File: config.mk
export PLATFORM = sky130hd
export DESIGN_NAME = dcf_flag_fifo
export DESIGN_NICKNAME = d
export VERILOG_FILES = /design/src/dcf_pkg.sv /design/src/dcf_mem.sv /design/src/dcf_flag_fifo.sv
export SDC_FILE = /design/constraint.sdc
export NUM_CORES = 2
export LEC_CHECK = 0
export ABC_AREA = 1
export BUFFER_PORTS_ARGS = -buffer_cell sky130_fd_sc_hd__buf_2
export CAP_MARGIN = 10
export CORE_MARGIN = 1
export CORE_UTILIZATION = 45
export CTS_BUF_LIST = sky130_fd_sc_hd__clkbuf_4 sky130_fd_sc_hd__clkbuf_8
export CTS_CLUSTER_DIAMETER = 200
export DETAILED_ROUTE_END_ITERATION = 10
export GPL_ROUTABILITY_DRIVEN = 0
export HOLD_SLACK_MARGIN = 0.03
export MAX_ROUTING_LAYER = met4
export PLACE_DENSITY = 0.6
export SKIP_LAST_GASP = 1
export SYNTH_ARGS = -nofsm -noshare
export SYNTH_HDL_FRONTEND = slang
export SYNTH_MEMORY_MAX_BITS = 65536
export SYNTH_SLANG_ARGS = --single-unit
File: constraint.sdc
create_clock -name pclk -period 7.78 [get_ports pclk]
set_input_delay 1.556 -clock pclk [delete_from_list [all_inputs] [get_ports pclk]]
set_output_delay 1.556 -clock pclk [all_outputs]
set_load 0.005 [all_outputs]
File: src/dcf_pkg.sv
// constants, carriers and helpers of the fifo flag block
// assumes one clock for both fifo ports and an apb register slave
package dcf_pkg;

    // ***************************************
    // geometry
    // ***************************************
    localparam int DATA_W = 18;
    localparam int AW = 8;
    localparam int PW = 9;
    localparam int OFS_W = 12;
    localparam logic [PW-1:0] DEPTH_CNT = 9'h100;
    localparam logic [PW-1:0] HALF_CNT = 9'h080;
    localparam logic [AW-1:0] LAST_ADDR = 8'hff;

    // ***************************************
    // reset values and timing
    // ***************************************
    localparam logic [OFS_W-1:0] FULL_OFS_RST = 12'h01f;
    localparam logic [OFS_W-1:0] EMPTY_OFS_RST = 12'h01f;
    localparam logic [1:0] STRAP_WAIT = 2'h3;
    localparam logic [1:0] STRAP_TAKE = 2'h2;

    // ***************************************
    // register map
    // ***************************************
    localparam logic [11:0] FULL_OFS_ADDR = 12'h000;
    localparam logic [11:0] EMPTY_OFS_ADDR = 12'h004;
    localparam logic [11:0] STATUS_ADDR = 12'h008;
    localparam logic [11:0] LEVEL_ADDR = 12'h00c;
    localparam int ST_FULL = 0;
    localparam int ST_SPACE = 1;
    localparam int ST_AVAIL = 2;
    localparam int ST_OUTV = 3;
    localparam int ST_PAF = 4;
    localparam int ST_PAE = 5;
    localparam int ST_HF = 6;
    localparam int ST_FALL_THROUGH_MODE = 7;
    localparam int ST_PSYNC = 8;
    localparam int ST_CHAIN = 9;
    localparam int LV_WR = 0;
    localparam int LV_RD = 16;

    // ***************************************
    // carriers
    // ***************************************
    typedef struct packed {
        logic first_load_select_n;
        logic read_chain_in_n;
        logic write_chain_in_n;
    } dcf_strap_t;

    typedef struct packed {
        logic full_flag_n;
        logic empty_flag_n;
        logic almost_full_flag_n;
        logic almost_empty_flag_n;
        logic write_chain_out_n;
        logic read_chain_out_n;
    } dcf_flags_t;

    // ***************************************
    // pointer coding
    // ***************************************
    function automatic logic [PW-1:0] bin2gray(input logic [PW-1:0] b);
        return b ^ (b >> 1);
    endfunction

    function automatic logic [PW-1:0] gray2bin(input logic [PW-1:0] g);
        logic [PW-1:0] b;
        b[PW-1] = g[PW-1];
        for (int i = PW - 2; i >= 0; i--) begin
            b[i] = b[i+1] ^ g[i];
        end
        return b;
    endfunction

    function automatic logic addr_hit(input logic [11:0] a);
        return (a == FULL_OFS_ADDR) || (a == EMPTY_OFS_ADDR) ||
               (a == STATUS_ADDR) || (a == LEVEL_ADDR);
    endfunction

endpackage

File: src/dcf_mem.sv
// word store of the fifo: one write port, one registered read port
// assumes the caller never reads and writes beyond its pointers
`timescale 1ns/10ps
module dcf_mem (
    // clock and reset
    input wire logic clk,
    input wire logic rst_n,
    // write port
    input wire logic wr_en,
    input wire logic [dcf_pkg::AW-1:0] wr_addr,
    input wire logic [dcf_pkg::DATA_W-1:0] wr_data,
    // read port
    input wire logic rd_en,
    input wire logic [dcf_pkg::AW-1:0] rd_addr,
    output logic [dcf_pkg::DATA_W-1:0] rd_data
);
    import dcf_pkg::*;

    logic [DATA_W-1:0] store [0:(1<<AW)-1];

    always_ff @(posedge clk) begin
        if (wr_en) begin
            store[wr_addr] <= wr_data;
        end
    end

    // output register clears on reset so the data pins read low
    always_ff @(posedge clk or negedge rst_n) begin
        if (!rst_n) begin
            rd_data <= '0;
        end else if (rd_en) begin
            rd_data <= store[rd_addr];
        end
    end

endmodule // dcf_mem

File: src/dcf_flag_fifo.sv
// fifo 256 x 18 with full, empty, partial, half-full and chain outputs
// assumes writer and reader run on pclk; straps come from board pins
//
// Summary of operation
// - standard full flag low at depth words
// - fall-through input ready high when memory full
// - full or input ready changes on write edges
// - standard empty flag low with no words
// - output ready falls with first word valid
// - output ready rises only on true read
// - empty or output ready changes on read edges
// - almost-full low at depth minus m
// - fall-through almost-full ignores the output register word except in the async clear
// - almost-full asynchronous or synchronous per strap
// - async almost-empty: read sets, write clears
// - sync almost-empty changes on read edges only
// - almost-empty at n, or n+1 fall-through
// - empty offset defaults to 31 words
// - write chain out shows half-full when single
// - half-full set by write, cleared by read
// - write chain pulse on last location write
// - read chain pulse on last location read
// - data pins low after reset when enabled
// - input ready falls on third edge after reset
// - first word readable after empty flag rises
// - writes ignored when full, reads when empty
// - reset clears pointers and presets all flags
// - first word falls through on third edge
//
// The placing of the registers and the APB slave port are this design's own decisions.
`timescale 1ns/10ps
module dcf_flag_fifo (
    // apb slave
    input wire logic pclk,
    input wire logic presetn,
    input wire logic psel,
    input wire logic penable,
    input wire logic pwrite,
    input wire logic [11:0] paddr,
    input wire logic [31:0] pwdata,
    output logic [31:0] prdata,
    output logic pready,
    output logic pslverr,
    // write port
    input wire logic wr_en_n,
    input wire logic [dcf_pkg::DATA_W-1:0] wr_data,
    // read port
    input wire logic rd_en_n,
    input wire logic output_enable_n,
    output logic [dcf_pkg::DATA_W-1:0] rd_data,
    output logic rd_data_oe,
    // straps
    input wire logic fall_through_mode,
    input wire dcf_pkg::dcf_strap_t straps,
    // flags
    output dcf_pkg::dcf_flags_t flags
);
    import dcf_pkg::*;

    // ***************************************
    // strap capture
    // ***************************************
    logic [3:0] strap_s1_ff;
    logic [3:0] strap_s2_ff;
    logic [1:0] cap_cnt_ff;
    logic fall_through_mode_ff;
    logic part_sync_ff;
    logic chain_ff;
    logic cfg_done;

    // pins are sampled in reset too, so the reset level of the empty pin follows the mode
    always_ff @(posedge pclk) begin
        strap_s1_ff <= {fall_through_mode, straps};
        strap_s2_ff <= strap_s1_ff;
    end

    // straps are read once after release and then held
    always_ff @(posedge pclk or negedge presetn) begin
        if (!presetn) begin
            cap_cnt_ff <= '0;
            fall_through_mode_ff <= 1'b0;
            part_sync_ff <= 1'b0;
            chain_ff <= 1'b0;
        end else if (cap_cnt_ff != STRAP_WAIT) begin
            cap_cnt_ff <= cap_cnt_ff + 2'h1;
            if (cap_cnt_ff == STRAP_TAKE) begin
                fall_through_mode_ff <= strap_s2_ff[3];
                part_sync_ff <= strap_s2_ff[2] & ~(strap_s2_ff[1] & strap_s2_ff[0]);
                chain_ff <= strap_s2_ff[1] & strap_s2_ff[0];
            end
        end
    end

    assign cfg_done = (cap_cnt_ff == STRAP_WAIT);

    // ***************************************
    // pointers
    // ***************************************
    logic [PW-1:0] wptr_ff;
    logic [PW-1:0] wgray_ff;
    logic [PW-1:0] rptr_ff;
    logic [PW-1:0] rgray_ff;
    logic [PW-1:0] rq1_ff;
    logic [PW-1:0] rq2_ff;
    logic [PW-1:0] wq1_ff;
    logic [PW-1:0] wq2_ff;
    logic [PW-1:0] nxt_wptr;
    logic [PW-1:0] nxt_rptr;
    logic [PW-1:0] wlevel;
    logic [PW-1:0] nxt_wlevel;
    logic [PW-1:0] rlevel;
    logic [PW-1:0] nxt_rlevel;
    logic wr_go;
    logic rd_mem;
    logic full_ff;
    logic space_ff;
    logic avail_ff;
    logic outv_ff;
    logic wr_ok;
    logic load;

    assign wr_ok = fall_through_mode_ff ? space_ff : ~full_ff;
    assign wr_go = cfg_done & ~wr_en_n & wr_ok;
    assign nxt_wptr = wptr_ff + PW'(wr_go);
    assign nxt_rptr = rptr_ff + PW'(rd_mem);
    assign wlevel = wptr_ff - gray2bin(rq2_ff);
    assign nxt_wlevel = nxt_wptr - gray2bin(rq1_ff);
    assign rlevel = gray2bin(wq2_ff) - rptr_ff;
    assign nxt_rlevel = gray2bin(wq1_ff) - nxt_rptr;

    always_ff @(posedge pclk or negedge presetn) begin
        if (!presetn) begin
            wptr_ff <= '0;
            wgray_ff <= '0;
        end else begin
            wptr_ff <= nxt_wptr;
            wgray_ff <= bin2gray(nxt_wptr);
        end
    end

    always_ff @(posedge pclk or negedge presetn) begin
        if (!presetn) begin
            rptr_ff <= '0;
            rgray_ff <= '0;
        end else begin
            rptr_ff <= nxt_rptr;
            rgray_ff <= bin2gray(nxt_rptr);
        end
    end

    // each side sees the other pointer two stages late, so flags stay safe
    always_ff @(posedge pclk or negedge presetn) begin
        if (!presetn) begin
            rq1_ff <= '0;
            rq2_ff <= '0;
            wq1_ff <= '0;
            wq2_ff <= '0;
        end else begin
            rq1_ff <= rgray_ff;
            rq2_ff <= rq1_ff;
            wq1_ff <= wgray_ff;
            wq2_ff <= wq1_ff;
        end
    end

    // ***************************************
    // word store
    // ***************************************
    dcf_mem u_mem (
        .clk(pclk),
        .rst_n(presetn),
        .wr_en(wr_go),
        .wr_addr(wptr_ff[AW-1:0]),
        .wr_data(wr_data),
        .rd_en(rd_mem),
        .rd_addr(rptr_ff[AW-1:0]),
        .rd_data(rd_data)
    );

    assign rd_data_oe = ~output_enable_n;

    // ***************************************
    // full and input ready
    // ***************************************
    always_ff @(posedge pclk or negedge presetn) begin
        if (!presetn) begin
            full_ff <= 1'b0;
            space_ff <= 1'b0;
        end else begin
            full_ff <= (nxt_wlevel == DEPTH_CNT);
            space_ff <= (nxt_wlevel != DEPTH_CNT);
        end
    end

    // ***************************************
    // empty and output ready
    // ***************************************
    // fall-through keeps one word in the output register
    assign load = fall_through_mode_ff & cfg_done & (rlevel != '0) & (~outv_ff | ~rd_en_n);
    assign rd_mem = fall_through_mode_ff ? load : (cfg_done & ~rd_en_n & avail_ff);

    always_ff @(posedge pclk or negedge presetn) begin
        if (!presetn) begin
            avail_ff <= 1'b0;
        end else begin
            avail_ff <= (nxt_rlevel != '0);
        end
    end

    always_ff @(posedge pclk or negedge presetn) begin
        if (!presetn) begin
            outv_ff <= 1'b0;
        end else if (load) begin
            outv_ff <= 1'b1;
        end else if (~rd_en_n) begin
            outv_ff <= 1'b0;
        end
    end

    // ***************************************
    // partial and half-full flags
    // ***************************************
    logic paf_ff;
    logic pae_ff;
    logic hf_ff;
    logic [PW-1:0] thr_f;
    logic [PW-1:0] thr_e;
    logic [PW-1:0] nxt_rfill;
    logic nxt_outv;
    logic paf_hit;
    logic pae_hit;
    logic [OFS_W-1:0] full_ofs_ff;
    logic [OFS_W-1:0] empty_ofs_ff;

    assign nxt_outv = load | (outv_ff & rd_en_n);
    assign nxt_rfill = nxt_rlevel + PW'(fall_through_mode_ff & nxt_outv);
    // output word counts on both sides of the compare in fall-through
    assign thr_f = DEPTH_CNT - empty_pad(full_ofs_ff);
    assign thr_e = empty_pad(empty_ofs_ff) + PW'(fall_through_mode_ff);
    assign paf_hit = (nxt_wlevel >= thr_f);
    assign pae_hit = (nxt_rfill <= thr_e);

    function automatic logic [PW-1:0] empty_pad(input logic [OFS_W-1:0] o);
        return (o > OFS_W'(DEPTH_CNT)) ? DEPTH_CNT : o[PW-1:0];
    endfunction

    always_ff @(posedge pclk or negedge presetn) begin
        if (!presetn) begin
            paf_ff <= 1'b0;
        end else if (part_sync_ff) begin
            paf_ff <= paf_hit;
        end else if (paf_hit) begin
            paf_ff <= 1'b1;
        end else if (nxt_rfill < thr_f) begin
            paf_ff <= 1'b0;
        end
    end

    always_ff @(posedge pclk or negedge presetn) begin
        if (!presetn) begin
            pae_ff <= 1'b1;
        end else if (part_sync_ff) begin
            pae_ff <= pae_hit;
        end else if (pae_hit) begin
            pae_ff <= 1'b1;
        end else if (nxt_wlevel > thr_e) begin
            pae_ff <= 1'b0;
        end
    end

    always_ff @(posedge pclk or negedge presetn) begin
        if (!presetn) begin
            hf_ff <= 1'b0;
        end else if (nxt_wlevel > HALF_CNT) begin
            hf_ff <= 1'b1;
        end else if (nxt_rlevel <= HALF_CNT) begin
            hf_ff <= 1'b0;
        end
    end

    // ***************************************
    // chain pulses
    // ***************************************
    logic wxo_ff;
    logic rxo_ff;

    always_ff @(posedge pclk or negedge presetn) begin
        if (!presetn) begin
            wxo_ff <= 1'b0;
            rxo_ff <= 1'b0;
        end else begin
            wxo_ff <= wr_go & (wptr_ff[AW-1:0] == LAST_ADDR);
            rxo_ff <= rd_mem & (rptr_ff[AW-1:0] == LAST_ADDR);
        end
    end

    // ***************************************
    // flag pins
    // ***************************************
    always_comb begin
        flags.full_flag_n = fall_through_mode_ff ? ~space_ff : ~full_ff;
        flags.empty_flag_n = fall_through_mode_ff ? ~outv_ff : (avail_ff | (~cfg_done & strap_s2_ff[3]));
        flags.almost_full_flag_n = ~paf_ff;
        flags.almost_empty_flag_n = ~pae_ff;
        flags.write_chain_out_n = chain_ff ? ~wxo_ff : ~hf_ff;
        flags.read_chain_out_n = ~(chain_ff & rxo_ff);
    end

    // ***************************************
    // apb registers
    // ***************************************
    logic wr_acc;
    logic [31:0] status;
    logic [31:0] level;

    assign pready = 1'b1;
    assign wr_acc = psel & penable & pwrite & addr_hit(paddr);
    assign pslverr = psel & penable & ~addr_hit(paddr);

    always_ff @(posedge pclk or negedge presetn) begin
        if (!presetn) begin
            full_ofs_ff <= FULL_OFS_RST;
            empty_ofs_ff <= EMPTY_OFS_RST;
        end else if (wr_acc && paddr == FULL_OFS_ADDR) begin
            full_ofs_ff <= pwdata[OFS_W-1:0];
        end else if (wr_acc && paddr == EMPTY_OFS_ADDR) begin
            empty_ofs_ff <= pwdata[OFS_W-1:0];
        end
    end

    always_comb begin
        status = '0;
        status[ST_FULL] = full_ff;
        status[ST_SPACE] = space_ff;
        status[ST_AVAIL] = avail_ff;
        status[ST_OUTV] = outv_ff;
        status[ST_PAF] = paf_ff;
        status[ST_PAE] = pae_ff;
        status[ST_HF] = hf_ff;
        status[ST_FALL_THROUGH_MODE] = fall_through_mode_ff;
        status[ST_PSYNC] = part_sync_ff;
        status[ST_CHAIN] = chain_ff;
        level = '0;
        level[LV_WR +: PW] = wlevel;
        level[LV_RD +: PW] = rlevel;
    end

    // read data is taken in the setup cycle and stands through access
    always_ff @(posedge pclk or negedge presetn) begin
        if (!presetn) begin
            prdata <= '0;
        end else if (psel && !penable && !pwrite) begin
            unique case (paddr)
                FULL_OFS_ADDR: prdata <= {20'h00000, full_ofs_ff};
                EMPTY_OFS_ADDR: prdata <= {20'h00000, empty_ofs_ff};
                STATUS_ADDR: prdata <= status;
                LEVEL_ADDR: prdata <= level;
                default: prdata <= '0;
            endcase
        end
    end
endmodule // dcf_flag_fifo

# --- Word level (Yosys, flattened, before mapping) ---
# Memories as Yosys holds them, arrays and structs flattened. A register that Yosys moved wholly into a read port is not among the register bits.
# Cells that the tools add are included.
totals:
  register_bits: 150
  ram_bits: 4608
  n_memories: 1
  input_bits: 74
classes:
  n_bitwise: 71
  n_reduce_logical: 18
  eq_ne: 11
  addsub: 10
  n_mux: 20
  magnitude_cmp: 8
memory_table:
  columns: ["memory", "depth", "word_bits", "read_ports", "rd_clocked_by_memory_dff", "wr", "line_no", "text"]
  rows:
  - ["u_mem.store", 256, 18, 1, 1, 1, "dcf_mem.sv:19", "logic [DATA_W-1:0] store [0:(1<<AW)-1];"]
ops:
  columns: ["cell", "n"]
  rows:
  - ["25-bit case mux with 4 select lines", 1]
  - ["9-bit by 1-bit adder with 9-bit output", 4]
  - ["9-bit subtractor", 4]
  - ["1-bit XOR", 32]
  - ["12-bit by 4-bit == test with 1-bit output (second input constant)", 2]
  - ["12-bit by 9-bit greater-than comparator with 1-bit output (second input constant)", 2]
  - ["1-bit bitwise AND", 19]
  - ["9-bit 2-to-1 mux", 2]
  - ["9-bit nonzero test", 2]
  - ["9-bit by 8-bit XOR with 9-bit output", 2]
  - ["1-bit 2-to-1 mux", 17]
  - ["8-bit == test (second input constant)", 2]
  - ["1-bit NOT", 15]
  - ["12-bit by 3-bit == test with 1-bit output (second input constant)", 1]
  - ["12-bit logical NOT", 1]
  - ["9-bit == test (second input constant)", 1]
  - ["9-bit >= comparator", 1]
  - ["9-bit by 8-bit greater-than comparator with 1-bit output (second input constant)", 1]
  - ["9-bit greater-than comparator", 1]
  - ["9-bit by 8-bit <= comparator with 1-bit output (second input constant)", 1]
  - ["9-bit <= comparator", 1]
  - ["9-bit less-than comparator", 1]
  - ["9-bit != test (second input constant)", 1]
  - ["9-bit subtractor (first input constant)", 1]
  - ["11 further kinds", 23]

# --- Depth between registers and ports, before layout ---
depth:
  word_depth: 20
  mapped_depth: 52
  ltp_nobuf: 50

# --- Modules after synthesis ---
# Synthesis repeated with hierarchy kept, for this count alone.
unflattened:
  cells_unflattened: 16250
  hier_area_um2: 194531.6
modules_own_cells:
  columns: ["mod", "n_inst", "area_per_inst_um2", "cells_each"]
  rows:
  - ["dcf_mem", 1, 186172.3, 15269]
  - ["dcf_flag_fifo", 1, 8359.3, 981]

# --- Worst setup path before layout ---
# OpenSTA, ideal clock, no wires.
synth_timing:
  path_type: "reg-to-reg"
  startpoint: "register wq2_ff[8]"
  endpoint: "register pae_ff"
  t_arrival_ns: 6.771
  stages_incl_launch_ff: 47
  slack_ns: 0.924
  setup_ns: 0.085
  t_required_ns: 7.695
  n_path_buf: 2
  path_cell_list: "dfrtp_1 xor2_1 xor2_1 xnor2_1 xor2_1 xnor2_2 xor2_1 nand2_1 nand2_1 nand2_1 nand2_1 ha_1 inv_1 fa_1 a21oi_1 o21ai_0 xnor2_1 nand4_1 [... 11 more ...] inv_1 or2_2 nand2_1 nand2_1 nand2_1 nand2_1 nand2_1 inv_1 nor2_1 nand2_1 nor2_1 nand2_1 nand2_1 nand2_1 ha_1 nand2_1 or3_1 o221ai_1"
synth_via:
  elab_chain_cells: 19
  elab_cells_between_ends: 22
  classes_between: "4 x add/sub; 1 x order compare; 3 x mux; 12 x bitwise; 2 x reduce/logical"
synth_lines:
  columns: ["element", "line_no", "text"]
  rows:
  - ["start, declared", "dcf_flag_fifo.sv:106", "logic [PW-1:0] wq2_ff;"]
  - ["start signal, assigned", "dcf_flag_fifo.sv:162", "wq2_ff <= wq1_ff;"]
  - ["1-bit XOR (8 in series)", "dcf_pkg.sv:73", "b[i] = b[i+1] ^ g[i];"]
  - ["9-bit subtractor *", "dcf_flag_fifo.sv:128", "assign rlevel = gray2bin(wq2_ff) - rptr_ff;"]
  - ["9-bit nonzero test *", "dcf_flag_fifo.sv:199", "assign load = fall_through_mode_ff & cfg_done & (rlevel != '0) & (~outv_ff | ~rd_en_n);"]
  - ["1-bit bitwise AND * (2 in series)", "dcf_flag_fifo.sv:199", null]
  - ["1-bit 2-to-1 mux *", "dcf_flag_fifo.sv:200", "assign rd_mem = fall_through_mode_ff ? load : (cfg_done & ~rd_en_n & avail_ff);"]
  - ["net rd_mem", "dcf_flag_fifo.sv:114", "logic rd_mem;"]
  - ["9-bit by 1-bit adder with 9-bit output *", "dcf_flag_fifo.sv:125", "assign nxt_rptr = rptr_ff + PW'(rd_mem);"]
  - ["net nxt_rptr[2]", "dcf_flag_fifo.sv:108", "logic [PW-1:0] nxt_rptr;"]
  - ["9-bit subtractor *", "dcf_flag_fifo.sv:129", "assign nxt_rlevel = gray2bin(wq1_ff) - nxt_rptr;"]
  - ["9-bit by 1-bit adder with 9-bit output *", "dcf_flag_fifo.sv:236", "assign nxt_rfill = nxt_rlevel + PW'(fall_through_mode_ff & nxt_outv);"]
  - ["9-bit <= comparator *", "dcf_flag_fifo.sv:241", "assign pae_hit = (nxt_rfill <= thr_e);"]
  - ["1-bit 2-to-1 mux", "dcf_flag_fifo.sv:264", "end else if (pae_hit) begin"]
  - ["1-bit 2-to-1 mux", "dcf_flag_fifo.sv:262", "end else if (part_sync_ff) begin"]
  - ["end signal, assigned", "dcf_flag_fifo.sv:263", "pae_ff <= pae_hit;"]
  - ["end, declared", "dcf_flag_fifo.sv:224", "logic pae_ff;"]
# The timed path passes the listed nets; every way through them passes the cells marked *.
# A chain may end at the register's enable or synchronous reset.

# --- Worst setup path in the final report ---
layout_timing:
  startpoint: "register wq2_ff[7]"
  endpoint: "register pae_ff"
layout_via:
  elab_chain_cells: 19
  elab_cells_between_ends: 22
  classes_between: "4 x add/sub; 1 x order compare; 3 x mux; 12 x bitwise; 2 x reduce/logical"
layout_lines:
  columns: ["element", "line_no"]
  rows:
  - ["1-bit XOR *", "dcf_pkg.sv:73"]
  - ["1-bit XOR (7 in series)", "dcf_pkg.sv:73"]
  - ["9-bit subtractor *", "dcf_flag_fifo.sv:128"]
  - ["9-bit nonzero test *", "dcf_flag_fifo.sv:199"]
  - ["1-bit bitwise AND * (2 in series)", "dcf_flag_fifo.sv:199"]
  - ["1-bit 2-to-1 mux *", "dcf_flag_fifo.sv:200"]
  - ["9-bit by 1-bit adder with 9-bit output *", "dcf_flag_fifo.sv:125"]
  - ["net nxt_rptr[1]", "dcf_flag_fifo.sv:108"]
  - ["9-bit subtractor *", "dcf_flag_fifo.sv:129"]
  - ["9-bit by 1-bit adder with 9-bit output *", "dcf_flag_fifo.sv:236"]
  - ["9-bit <= comparator *", "dcf_flag_fifo.sv:241"]
  - ["1-bit 2-to-1 mux", "dcf_flag_fifo.sv:264"]
  - ["1-bit 2-to-1 mux", "dcf_flag_fifo.sv:262"]
# Marks and branches as above.

==> results.yml <==
status:
  outcome: "finished with violations"
  failed_checks: "max-capacitance violations, max-slew violations"
min_path:
  worstHoldPathType: "in -> async"
pwr:
  power.density_nw_per_um2: 380.3
  p_leak_nw: 67.95
  combPwrFrac_pct: 38.0
  clock_power_share_pct: 25.7
  internal-power_mw: 47.57
  seqPwrFrac_pct: 36.4
  swShare_pct: 40.57
  vdd_drop_max_v: 0.0004086
  p_sw_mw: 32.47
setup_path:
  cp_slowest_cell: "fa_1"
  slowest_delay_ps: 450
  cpMostUsedCell: "nand2_1"
  startpoint_type: "flip-flop"
  cp_max_fo: 5
  cp.arrival_ps: 8270
  end_kind: "flip-flop"
  path_class: "reg -> reg"
  required_ps: 8960
clock_network:
  cts_buffers: 746
  cts_tree: "yes"
  cts.sinks: 4763
  root_buffer: "clkbuf_8"
  clockBufferDepth: 4
  ctsHtreeMaxLevel: 6
  clk_latency_ps: 1300
  cts_hold_buf: 0
  clk_pin_slew_ps: 60
placement:
  portBuffers: 100
  dp_hpwl_um: 307600
  place_ws_ps: 484.5
  dp.cells: 19250
layout:
  fin_util_pct: 50.51
  multi_input_area_um2: 41920
  stdcell_count: 20580
  area_growth_pct: 11.76
  final_nets: 14650
  seqCellArea_um2: 142200
  final_layout_size_suffix_gt1_share_pct: 12.82
  n_fill_cell: 35600
sta:
  fin_crit_sh_pct: 91.08
  setup_violations: 0
  tightest_slew_ps: 1505
  hold_viol: 0
  setup-tns-final_ps: 0
  max_clock_freq_mhz: 141.1
  fin_hold_ws_ps: 313.9
  clock_skew_ps: 46.36
  fin_ws_ps: 693.6
  drv_slew: 2
  relSlewSlack_pct: -1.398
  timing.final.crit_period_ps: 7086
logic_synthesis:
  synth.area.top_cells: "edfxtp_1, o21ai_0, nor2_1, o22ai_1, o221ai_1"
  syn_inst: 14230
  synth_ff_type: "edfxtp_1"
  synth_most_common_cell: "edfxtp_1"
  avgSynthCellArea_um2: 13.23
  ys_warn_count: 0
  ys_ff_latch: 4763
  syn_area_um2: 188300
  yosys.area.top_type: "edfxtp_1"
  synth.distinct_cells: 51
  synth-edff-count: 4608
  seq_area_frac_synth_pct: 75.53
  yosys-top-cells-count: "edfxtp_1, nor2_1, o21ai_0, nand2_1, clkbuf_1"
  synth_top_cell_area_share_pct: 73.48
  async_flop_share_pct: 3.086
die:
  initial_core_util_pct: 45.20
  core-area_um2: 416600
  rows: 237
  design.portCount: 133
  dieArea_um2: 421000
  die_y_um: 648.9
  die_w_um: 648.9
route:
  drtIter0Drc: 15410
  dr_total_vias: 123100
  dr.pass1.iters: 8
  ant_nets: 0
  vias_per_cell: 5.980
  drc: 0
  drt-total-wl_um: 565500
  post_drt_wl_per_cell_um: 27.48
grt:
  antenna_found_initial: 26
  grt_overflow: 0
  grt_use_total_pct: 26.71
  grt_pass1_wl_um: 807900
  grt_max_degree: 195
  grt_pass1_vias: 113300
job:
  drv_cap: 1
## power by group through the flow
stage                     registers (mW)  clock network [mW]  logic [mW]
after floorplan                     29.3                   0        18.5
after global placement              29.6                   0        29.6
after detailed placement            29.6                   0        29.8
after CTS                           29.1                20.8        29.9
after global routing                29.1                21.9        32.7
final                               29.1                20.6        30.4
## cell type report
cell class              instances  share of cell area (%)
clock inverters               284                  0.7794
multi-input cells            8293                   19.92
clock buffers                1038                   5.977
inverters                     159                  0.3050
diodes                         10                 0.01189
repair buffers                536                   2.152
well taps                    5497                   3.268
flip-flops and latches       4763                   67.59
## per-stage QoR
step                power [mW]  area, um2
floorplan                47.80     188300
global placement         59.26     196100
detailed placement       59.37     196100
CTS                      79.75     210400
global route             83.64     210400
finish                   80.04     210400
## cell usage in the layout (no fill, tap or decap), types with 17 or more instances in the layout
master | netlist | final
a21oi_1 | 209 | 209
buf_12 | 0 | 41
buf_2 | 191 | 81
buf_4 | 15 | 391
buf_8 | 0 | 20
clkbuf_4 | 0 | 273
clkbuf_8 | 0 | 765
clkinv_1 | 1 | 170
clkinv_2 | 0 | 53
dfrtp_1 | 136 | 130
edfxtp_1 | 4608 | 4608
ha_1 | 76 | 75
inv_1 | 153 | 149
inv_6 | 0 | 23
inv_8 | 0 | 17
nand2_1 | 791 | 775
nand3_1 | 621 | 620
nand4_1 | 63 | 63
nor2_1 | 2681 | 2516
nor2_2 | 1 | 164
nor3_1 | 23 | 23
o211ai_1 | 149 | 149
o21ai_0 | 2380 | 2379
o221ai_1 | 435 | 435
o22ai_1 | 685 | 685
xnor2_1 | 24 | 24
xor2_1 | 46 | 43
## path summary, 6_finish.rpt
path                                              from                          end  slack, ps  depth (start not counted)
max in group asynchronous                      presetn  full_ofs_ff[10]$_DFFE_PN0P_       5960                          2
worst min register to register  strap_s1_ff[2]$_DFF_P_       strap_s2_ff[2]$_DFF_P_        330                          0
min in group pclk               strap_s1_ff[2]$_DFF_P_       strap_s2_ff[2]$_DFF_P_        330                          0
worst max register to register     wq2_ff[7]$_DFF_PN0_           pae_ff$_DFFE_PN1P_        690                         41
worst max-delay path               wq2_ff[7]$_DFF_PN0_           pae_ff$_DFFE_PN1P_        690                         41
worst min-delay path                           presetn       prdata[22]$_DFFE_PN0P_        310                          1
## routing by layer
metal  vias to the layer above  track usage [%]  wire length, um
li1                      53960                -                -
met1                     61830            37.58           233000
met2                      6388            39.22           254600
met3                       892            4.422            55600
met4                         0            9.939            22230
met5                         -                -                0
## state kept, by name (all words and copies together) (netlist names), 2 cells and up
signal         cells
rgray_ff           9
u_mem.store     4608
wq1_ff             9
wq2_ff             9
u_mem.rd_data     18
rq1_ff             9
strap_s1_ff        4
rq2_ff             9
empty_ofs_ff      12
wptr_ff            8
rptr_ff            8
wgray_ff           9
strap_s2_ff        4
cap_cnt_ff         2
prdata            21
full_ofs_ff       12
## worst max-delay path, delay by kind of cell, from the launching register on
kind	cells	cell delay, ps
fa+ha+maj	6	1900
simple gates	23	2580
compound gates	3	440
xor+xnor	7	1530
buf+inv	2	130
flops	1	390
## repair_timing
| action | in CTS | in global routing |
|---|---|---|
| buffers inserted | 0 | 2 |
| endpoints found under the setup margin | 0 | 2 |
| resized for setup | 0 | 7 |
## logic make-up (layout without fill, tap and decap cells)
| family | count (synthesis) | in the layout | share of synthesized area, % |
|---|---|---|---|
| adder cells (fa/ha/maj) | 80 | 80 | 0.5475 |
| other | 2 | 22 | 0.003988 |
| AO/OA/AOI/OAI | 3903 | 3903 | 11.96 |
| AND/OR/NAND/NOR | 4203 | 4203 | 8.928 |
| XOR/XNOR | 82 | 82 | 0.4292 |
| flip-flops | 4763 | 4763 | 75.53 |
| multiplexers | 13 | 13 | 0.07774 |
| buffers and inverters | 1188 | 2017 | 2.525 |
(Power assumes the default switching activity.)
